[src/verilog/request_manager_pkg.sv]
// Purpose: constants shared by the request manager and its processor-side end
// Assumes: one 20 MHz clock, Avalon-MM register port with waitrequest
// Notes: register offsets are byte addresses of aligned 32-bit words
// Overview of operation
// - thirty-two hardwired peripheral request channels
// - each request synchronized, sampled every clock
// - channels merge into fast and normal outputs
// - per-channel enable mask gates both outputs
// - class-select bit routes channel fast or normal
// - low power wake-up ignores the channel mask
// - lowest-numbered active enabled channel wins per class
// - fast and normal requests may assert together
// - read-only eight-bit vector offset per class
// - combined offset follows processor fast mode
// - pending register shows all channels at once
// - key 0x75 sets soft flag, raises request
// - soft request holds until software clears flag
// - low byte of soft register holds user value
// - processor serves fast before normal, may preempt
// - class accepted only when status mask bit clear
// - accepting sets bit 7, fast sets 6 and 7
// - vector fetch 0x0018 normal, 0x001C fast
// - peripheral requests only when flag and enable set
package request_manager_pkg;
  localparam int          CHANNELS          = 32;
  localparam logic [4:0]  SOFT_CHANNEL      = 5'h1F;
  localparam logic [7:0]  SOFT_KEY          = 8'h75;
  localparam logic [4:0]  ENABLE_MASK_OFF   = 5'h00;
  localparam logic [4:0]  CLASS_SELECT_OFF  = 5'h04;
  localparam logic [4:0]  PENDING_OFF       = 5'h08;
  localparam logic [4:0]  FAST_VECTOR_OFF   = 5'h0C;
  localparam logic [4:0]  NORMAL_VECTOR_OFF = 5'h10;
  localparam logic [4:0]  MODE_VECTOR_OFF   = 5'h14;
  localparam logic [4:0]  SOFT_KEY_OFF      = 5'h18;
  localparam logic [4:0]  SOFT_FLAG_OFF     = 5'h1C;
  localparam logic [31:0] ENABLE_MASK_RST   = 32'h0000_0000;
  localparam logic [31:0] CLASS_SELECT_RST  = 32'h0000_0000;
  localparam logic [7:0]  SOFT_USER_RST     = 8'h00;
  localparam logic [7:0]  STATUS_RST        = 8'hC0;
  localparam int          FAST_MASK_BIT     = 6;
  localparam int          NORMAL_MASK_BIT   = 7;
  localparam logic [15:0] NORMAL_VECTOR     = 16'h0018;
  localparam logic [15:0] FAST_VECTOR       = 16'h001C;
endpackage

[src/verilog/request_link_if.sv]
`timescale 1ns/1ns
interface request_link_if;
  logic [31:0] chan_req;
  logic        fast_req;
  logic        normal_req;
  logic        fast_mode;
  logic        low_power;
  logic        wake;
  modport device (input chan_req, input fast_mode, input low_power,
                  output fast_req, output normal_req, output wake);
  modport host (output chan_req, output fast_mode, output low_power,
                input fast_req, input normal_req, input wake);
endinterface

[src/verilog/central_request_manager.sv]
// Purpose: central request manager, merges 32 channels into two processor requests
// Assumes: channel requests are levels from peripherals on the link
// Notes: registers reached over Avalon-MM, one wait cycle per access
`timescale 1ns/1ns
module central_request_manager
  import request_manager_pkg::*;
(
  input  wire logic        mclk_i,
  input  wire logic        rstn_i,
  request_link_if.device   link,
  input  wire logic [2:0]  avs_address_i,
  input  wire logic        avs_read_i,
  input  wire logic        avs_write_i,
  input  wire logic [31:0] avs_writedata_i,
  input  wire logic [3:0]  avs_byteenable_i,
  output logic      [31:0] avs_readdata_o,
  output logic             avs_waitrequest_o
);
  import request_manager_pkg::*;

  typedef struct packed {
    logic [31:0] sync1;
    logic [31:0] sync2;
    logic [31:0] mask;
    logic [31:0] cls;
    logic        soft_flag;
    logic [7:0]  soft_user;
    logic        fast_req;
    logic        normal_req;
    logic        wake;
    logic [7:0]  fast_vec;
    logic [7:0]  normal_vec;
    logic        wait_req;
    logic [31:0] rdata;
  } state_t;

  typedef enum {
    SEL_ENABLE_MASK,
    SEL_CLASS_SELECT,
    SEL_PENDING,
    SEL_FAST_VECTOR,
    SEL_NORMAL_VECTOR,
    SEL_MODE_VECTOR,
    SEL_SOFT_KEY,
    SEL_SOFT_FLAG,
    SEL_UNMAPPED
  } reg_sel_t;

  state_t st;
  state_t next_st;

  // scan from the top so the lowest set channel plus one is left in r
  function automatic logic [7:0] lowest_plus_one(input logic [31:0] v);
    logic [7:0] r;
    r = 8'h00;
    for (int i = CHANNELS - 1; i >= 0; i--) begin
      if (v[i]) begin
        r = 8'(i + 1);
      end
    end
    return r;
  endfunction

  function automatic logic [31:0] lane_merge(input logic [31:0] old_v,
                                             input logic [31:0] new_v,
                                             input logic [3:0]  be);
    logic [31:0] r;
    r = old_v;
    for (int b = 0; b < 4; b++) begin
      if (be[b]) begin
        r[b*8 +: 8] = new_v[b*8 +: 8];
      end
    end
    return r;
  endfunction

  // one address decode shared by the read and the write path
  function automatic reg_sel_t decode_reg(input logic [2:0] word_addr);
    reg_sel_t s;
    case ({word_addr, 2'b00})
      ENABLE_MASK_OFF:   s = SEL_ENABLE_MASK;
      CLASS_SELECT_OFF:  s = SEL_CLASS_SELECT;
      PENDING_OFF:       s = SEL_PENDING;
      FAST_VECTOR_OFF:   s = SEL_FAST_VECTOR;
      NORMAL_VECTOR_OFF: s = SEL_NORMAL_VECTOR;
      MODE_VECTOR_OFF:   s = SEL_MODE_VECTOR;
      SOFT_KEY_OFF:      s = SEL_SOFT_KEY;
      SOFT_FLAG_OFF:     s = SEL_SOFT_FLAG;
      default:           s = SEL_UNMAPPED;
    endcase
    return s;
  endfunction

  // narrow registers sit in the low bits, the rest reads zero
  function automatic logic [31:0] read_word(input reg_sel_t    s,
                                            input state_t      cur,
                                            input logic [31:0] pend,
                                            input logic        fast);
    logic [31:0] w;
    case (s)
      SEL_ENABLE_MASK:   w = cur.mask;
      SEL_CLASS_SELECT:  w = cur.cls;
      SEL_PENDING:       w = pend;
      SEL_FAST_VECTOR:   w = {24'h00_0000, cur.fast_vec};
      SEL_NORMAL_VECTOR: w = {24'h00_0000, cur.normal_vec};
      SEL_MODE_VECTOR:   w = {24'h00_0000, fast ? cur.fast_vec : cur.normal_vec};
      SEL_SOFT_KEY:      w = {24'h00_0000, cur.soft_user};
      SEL_SOFT_FLAG:     w = {31'h0, cur.soft_flag};
      default:           w = 32'h0000_0000;
    endcase
    return w;
  endfunction

  logic [31:0] active;
  logic [31:0] enabled;
  logic [31:0] fast_set;
  logic [31:0] normal_set;
  logic [31:0] soft_bit;
  reg_sel_t    sel;
  logic        take;
  logic        key_hit;
  logic        soft_set;

  always_comb begin
    next_st    = st;
    sel        = decode_reg(avs_address_i);
    soft_bit   = 32'h0000_0000;
    soft_bit[SOFT_CHANNEL] = st.soft_flag;
    active     = st.sync2 | soft_bit;
    enabled    = active & st.mask;
    fast_set   = enabled & st.cls;
    normal_set = enabled & ~st.cls;
    take       = (avs_read_i | avs_write_i) & ~st.wait_req;
    key_hit    = avs_byteenable_i[1] && (avs_writedata_i[15:8] == SOFT_KEY);
    soft_set   = 1'b0;

    // two flops per channel against setup violations
    next_st.sync1 = link.chan_req;
    next_st.sync2 = st.sync1;

    // per-class merge, lowest channel first
    next_st.fast_req   = |fast_set;
    next_st.normal_req = |normal_set;
    // wake ignores the enable mask
    next_st.wake       = link.low_power & (|active);
    next_st.fast_vec   = lowest_plus_one(fast_set);
    next_st.normal_vec = lowest_plus_one(normal_set);

    // answer one cycle after the request is seen
    if ((avs_read_i | avs_write_i) & st.wait_req) begin
      next_st.wait_req = 1'b0;
      next_st.rdata    = read_word(sel, st, active, link.fast_mode);
    end
    if (take) begin
      next_st.wait_req = 1'b1;
    end

    // writes land at the edge that ends the transfer
    if (take & avs_write_i) begin
      case (sel)
        SEL_ENABLE_MASK: begin
          next_st.mask = lane_merge(st.mask, avs_writedata_i, avs_byteenable_i);
        end
        SEL_CLASS_SELECT: begin
          next_st.cls = lane_merge(st.cls, avs_writedata_i, avs_byteenable_i);
        end
        SEL_SOFT_KEY: begin
          if (avs_byteenable_i[0]) begin
            next_st.soft_user = avs_writedata_i[7:0];
          end
          if (key_hit) begin
            soft_set = 1'b1;
          end
        end
        SEL_SOFT_FLAG: begin
          if (avs_byteenable_i[0] && !avs_writedata_i[0]) begin
            next_st.soft_flag = 1'b0;
          end
        end
        default: begin
        end
      endcase
    end
    if (soft_set) begin
      next_st.soft_flag = 1'b1;
    end
  end

  // every register of the block updates here
  always_ff @(posedge mclk_i or negedge rstn_i) begin
    if (!rstn_i) begin
      st           <= '0;
      st.mask      <= ENABLE_MASK_RST;
      st.cls       <= CLASS_SELECT_RST;
      st.soft_user <= SOFT_USER_RST;
      st.wait_req  <= 1'b1;
    end else begin
      st <= next_st;
    end
  end

  // outputs come straight from the state register
  assign link.fast_req     = st.fast_req;
  assign link.normal_req   = st.normal_req;
  assign link.wake         = st.wake;
  assign avs_readdata_o    = st.rdata;
  assign avs_waitrequest_o = st.wait_req;
endmodule // central_request_manager

[src/flat_wrapper.sv]
// flat-port wrapper written by rule: the top's interface ports become plain ports
module central_request_manager_flat import request_manager_pkg::*;
  (mclk_i, rstn_i, avs_address_i, avs_read_i, avs_write_i, avs_writedata_i, avs_byteenable_i, avs_readdata_o, avs_waitrequest_o, link_chan_req, link_fast_mode, link_low_power, link_fast_req, link_normal_req, link_wake);
  request_link_if link_i ();
  input  wire logic mclk_i;
  input  wire logic rstn_i;
  input  wire logic [2:0] avs_address_i;
  input  wire logic avs_read_i;
  input  wire logic avs_write_i;
  input  wire logic [31:0] avs_writedata_i;
  input  wire logic [3:0] avs_byteenable_i;
  output logic      [31:0] avs_readdata_o;
  output logic avs_waitrequest_o;
  input wire logic [$bits(link_i.chan_req)-1:0] link_chan_req;
  input wire logic [$bits(link_i.fast_mode)-1:0] link_fast_mode;
  input wire logic [$bits(link_i.low_power)-1:0] link_low_power;
  output wire logic [$bits(link_i.fast_req)-1:0] link_fast_req;
  output wire logic [$bits(link_i.normal_req)-1:0] link_normal_req;
  output wire logic [$bits(link_i.wake)-1:0] link_wake;
  assign link_i.chan_req = link_chan_req;
  assign link_i.fast_mode = link_fast_mode;
  assign link_i.low_power = link_low_power;
  assign link_fast_req = link_i.fast_req;
  assign link_normal_req = link_i.normal_req;
  assign link_wake = link_i.wake;
  central_request_manager u_core (.mclk_i(mclk_i), .rstn_i(rstn_i), .link(link_i), .avs_address_i(avs_address_i), .avs_read_i(avs_read_i), .avs_write_i(avs_write_i), .avs_writedata_i(avs_writedata_i), .avs_byteenable_i(avs_byteenable_i), .avs_readdata_o(avs_readdata_o), .avs_waitrequest_o(avs_waitrequest_o));
endmodule
[config.mk]
export PLATFORM = sky130hd
export DESIGN_NAME = central_request_manager_flat
export DESIGN_NICKNAME = d
export VERILOG_FILES = /design/src/verilog/request_manager_pkg.sv /design/src/verilog/request_link_if.sv /design/src/verilog/central_request_manager.sv /design/src/flat_wrapper.sv
export SDC_FILE = /design/constraint.sdc
export NUM_CORES = 1
export LEC_CHECK = 0
export BUFFER_PORTS_ARGS = -buffer_cell sky130_fd_sc_hd__clkbuf_2
export CORE_MARGIN = 2
export CORE_UTILIZATION = 41
export DETAILED_ROUTE_END_ITERATION = 12
export PLACE_DENSITY = 0.57
export SKIP_CTS_REPAIR_TIMING = 1
export SYNTH_ARGS = -nofsm -noshare
export SYNTH_HDL_FRONTEND = slang
export SYNTH_SLANG_ARGS = --single-unit
[constraint.sdc]
create_clock -name mclk_i -period 2.35 [get_ports mclk_i]
set_input_delay 0.47 -clock mclk_i [delete_from_list [all_inputs] [get_ports mclk_i]]
set_output_delay 0.47 -clock mclk_i [all_outputs]
set_load 0.005 [all_outputs]
==> summary.md <==
| Metric | Value |
|---|---|
| Vias post-DR | between 6k and 7k |
| HP Start | link_chan_req[14] |
| Least-Margin Pin Slew | 0.751 ns |
| Post-synth EDFFs | 0 |
| Largest net degree at the start of global routing | 60 |
| CP Launch Type | register |
| Slowest stage cell, crit path | or4b_4 |
| FMAX | about 0.54 GHz |
| RSZ-0062 raised after global routing | no |
| Period utilization | 79.3% |
| GP Congestion | 0.877 |
| Critical path arrival | 2.17 ns |
| Hpwl dp | 17,000 um |
| Min-Delay Path Class | in2reg |
| # IOs | 113 |
| GRT Total Usage | 21.6% |
| Seq cells post-synth | 185 |
| Pre-CTS WS | 0.244 ns |
| Endpoint class of the critical path | register |
| Endpoints failing hold | 0 |
| Yosys warnings | 0 |
| CTS tree | done |
| Die Wd | about 150 um |
| Syn_nets | 806 |
| Die height | 147 um |
| Clk buf depth | 2 |
| H-tree depth | 4 |
| CP required | 2.65 ns |
| DIE AREA | 21,700 sq um |
| First-pass GRT wire length | 35,800 um |
| Ys async rst share | 100% |
| Max-cap viol count | 0 |
| Diode count | 0 |
| Clock Latency Late Sink | 0.44 ns |
| WL met3 | 1070 um |
| DRT iter0 DRCs | 529 |
| CORE AREA | 20,200 sq um |
| Layout Skew | 0.0150 ns |
| NumNets Final | around 900 |
| Post-DR vias/cell | 5.51 |
| Top Layer Used | met4 |
| Port Buf Inserts | 112 |
| Mean area per synthesized cell | 11.5 sq um |
| Starting Density | 41.7% |
| Critical setup path kind | reg2reg |
| Leakage | 4.61 nW |
| Grt ovf | 0 |
| Sequential area share after synthesis | 55.1% |
| Cells after synthesis | ~730 |
| Synthesized area | approximately 8400 sq um |
| WHS Endpoint | u_core.next_st[139] |
| Synth top area cells | dfrtp_1, mux2_2, mux2i_1 |
| Main synth FF type | dfrtp_1 |
| Max transition margin | 49.5% |
| # rows | 52 |
| Max VDD drop | about 0.72 mV |
| Worst-path maximum fanout | 5 |
| Chain of cells forming the critical path | and3_1 -> or4b_4 -> nor2_2 -> nand4_1 -> nand2b_1 |
| Setup TNS | 0 ns |
| Post-layout minimum cycle time | 1.86 ns |
| DR WL/cell | 20.3 um |
| FF-to-FF path depth | 5 |
| Post-synth cell types | 56 |
| WHS | 0.131 ns |
| Post-route DRC | 0 |
| Largest area contributor in the synthesized netlist | dfrtp_1 |
| Area grow syn2layout | 16.2% |
| Post-synth top area share | between 50 and 60% |
| R2R setup slack | 0.49 ns |
| Worst r2r src | u_core.st[113] |
| Setup violators final | 0 |
| Detail Route met2 WL | 10,700 um |
| Vias in the first global route | ~6.4k |
| Initial DRT Pass Iterations | 5 |
| Final WL | 22,500 um |
| Root buf cell | clkbuf_16 |
| Power per cell area | 1120 nW/um^2 |
| Fill cells | 1,932 |
| Fraction of layout cells with a size suffix above 1 | 29.4% |
| M1 wire length | 10,400 um |
| Worst hold path cell count | 1 |
| Fin worst setup slack | 0.487 ns |
| TritonCTS buffer count | 17 |
| Clk sinks | 185 |
| Crit path largest cell delay | 0.57 ns |
| Crit Reg-Reg Endpoint | u_core.link.fast_req |
| Status | finished, final reports clean |
| Post-DRT Antenna Nets | 0 |
| Initial antenna violation count | 0 |
| Final count of pins violating max slew | 0 |
| Clock transition at the registers of the reported paths | 0.08 ns |
-- state kept, by name, indices dropped and copies added, names as in the netlist --
signal,flops
u_core.soft_bit,1
u_core.next_st,32
u_core.st,116
u_core.avs_readdata_o,32
u_core.avs_waitrequest_o,1
u_core.link.wake,1
u_core.link.normal_req,1
u_core.link.fast_req,1
-- worst max-delay path, delay by kind of cell, from the launching register on --
family,cells,cell delay (ns)
and+or+nand+nor,5,1.32
DFF,1,0.41
-- stage by stage --
stage | total power [mW] | util [%] | instance area (sq um) | cells
after floorplan | 7.04 | - | 8410 | 729
after global placement | 7.95 | 45.4 | 9150 | 1076
after detailed placement | 8.06 | 45.4 | 9150 | 1076
after CTS | 11.0 | 48.4 | 9760 | 1108
after global routing | 11.7 | 48.4 | 9770 | 1109
final | 11.0 | 48.4 | 9770 | 1109
-- synth_stat cells, types with 3 or more instances --
cell type / instances
a211o_1: 3
a211oi_1: 5
a21boi_0: 9
a21oi_1: 10
a222oi_1: 5
a22o_1: 24
and3_1: 9
and3b_1: 5
buf_2: 8
buf_4: 34
clkbuf_1: 8
dfrtp_1: 184
mux2_1: 3
mux2_2: 75
mux2i_1: 33
nand2_1: 82
nand2b_1: 10
nand3_1: 37
nand3b_1: 24
nand4_1: 9
nor2_1: 21
nor2b_1: 8
nor3_1: 12
nor4_1: 14
o2111ai_1: 4
o211ai_1: 3
o21ai_0: 50
-- area by class of cell --
type | instances | area, sq um | share of cell area (%)
clock buffers | 18 | 429 | 4.39
clock inverters | 14 | 180 | 1.84
inverters | 2 | 7.51 | 0.0768
multi-input cells | 490 | 3440 | 35.2
flip-flops and latches | 185 | 4630 | 47.4
well taps | 270 | 338 | 3.46
repair buffers | 130 | 742 | 7.59
-- routing by layer --
layer  up-vias  track usage [%]
met1      3080             30.1
met2       169             35.2
li1       2844                -
met4         0             5.05
met3        18             4.25
met5         -                0
-- layout by cell type, fill, tap and decap left out, types with 3 or more instances in the layout --
master	synthesis	final
dfrtp_1	184	184
mux2_2	75	75
nor4_1	14	14
clkinvlp_4	0	4
nor2_1	21	20
a222oi_1	5	5
nor3_1	12	12
and3b_1	5	5
buf_4	34	14
o2111ai_1	4	4
and3_1	9	9
buf_12	0	3
inv_8	0	5
o21ai_0	50	50
nor2b_1	8	7
nand3b_1	24	24
nand4_1	9	9
clkbuf_16	0	17
a211oi_1	5	5
nand2b_1	10	10
nand2_1	82	82
mux2_1	3	3
a211o_1	3	3
mux2i_1	33	33
nand3_1	37	37
a22o_1	24	24
a21oi_1	10	10
a21boi_0	9	9
clkbuf_2	0	111
o211ai_1	3	3
-- power breakdown --
group	internal (mW)	total, mW	switching [mW]
sequential	4.08	4.87	0.791
clock	1.62	2.97	1.35
combinational	1.56	3.13	1.57
-- cells by family (layout without fill, tap and decap cells) --
logic type	Yosys count	after routing	share of synthesized area, %
compound gates	134	134	11.0
mux	111	111	14.4
buf+inv	54	164	4.05
flops	185	185	55.1
xor+xnor	1	1	0.104
simple gates	244	244	15.4
-- worst max-delay path by stage --
stage                                 from                  endpoint  slack (ns)  depth (start not counted)
after floorplan           avs_address_i[2]             u_core.st[52]        0.63                          5
after global placement    avs_address_i[2]  u_core.avs_readdata_o[3]        0.23                          6
after detailed placement  avs_address_i[2]  u_core.avs_readdata_o[4]        0.24                          6
after CTS                   u_core.st[113]      u_core.link.fast_req        0.46                          5
after global routing        u_core.st[113]      u_core.link.fast_req        0.33                          5
final                       u_core.st[113]      u_core.link.fast_req        0.49                          5
(Power assumes the default switching activity.)
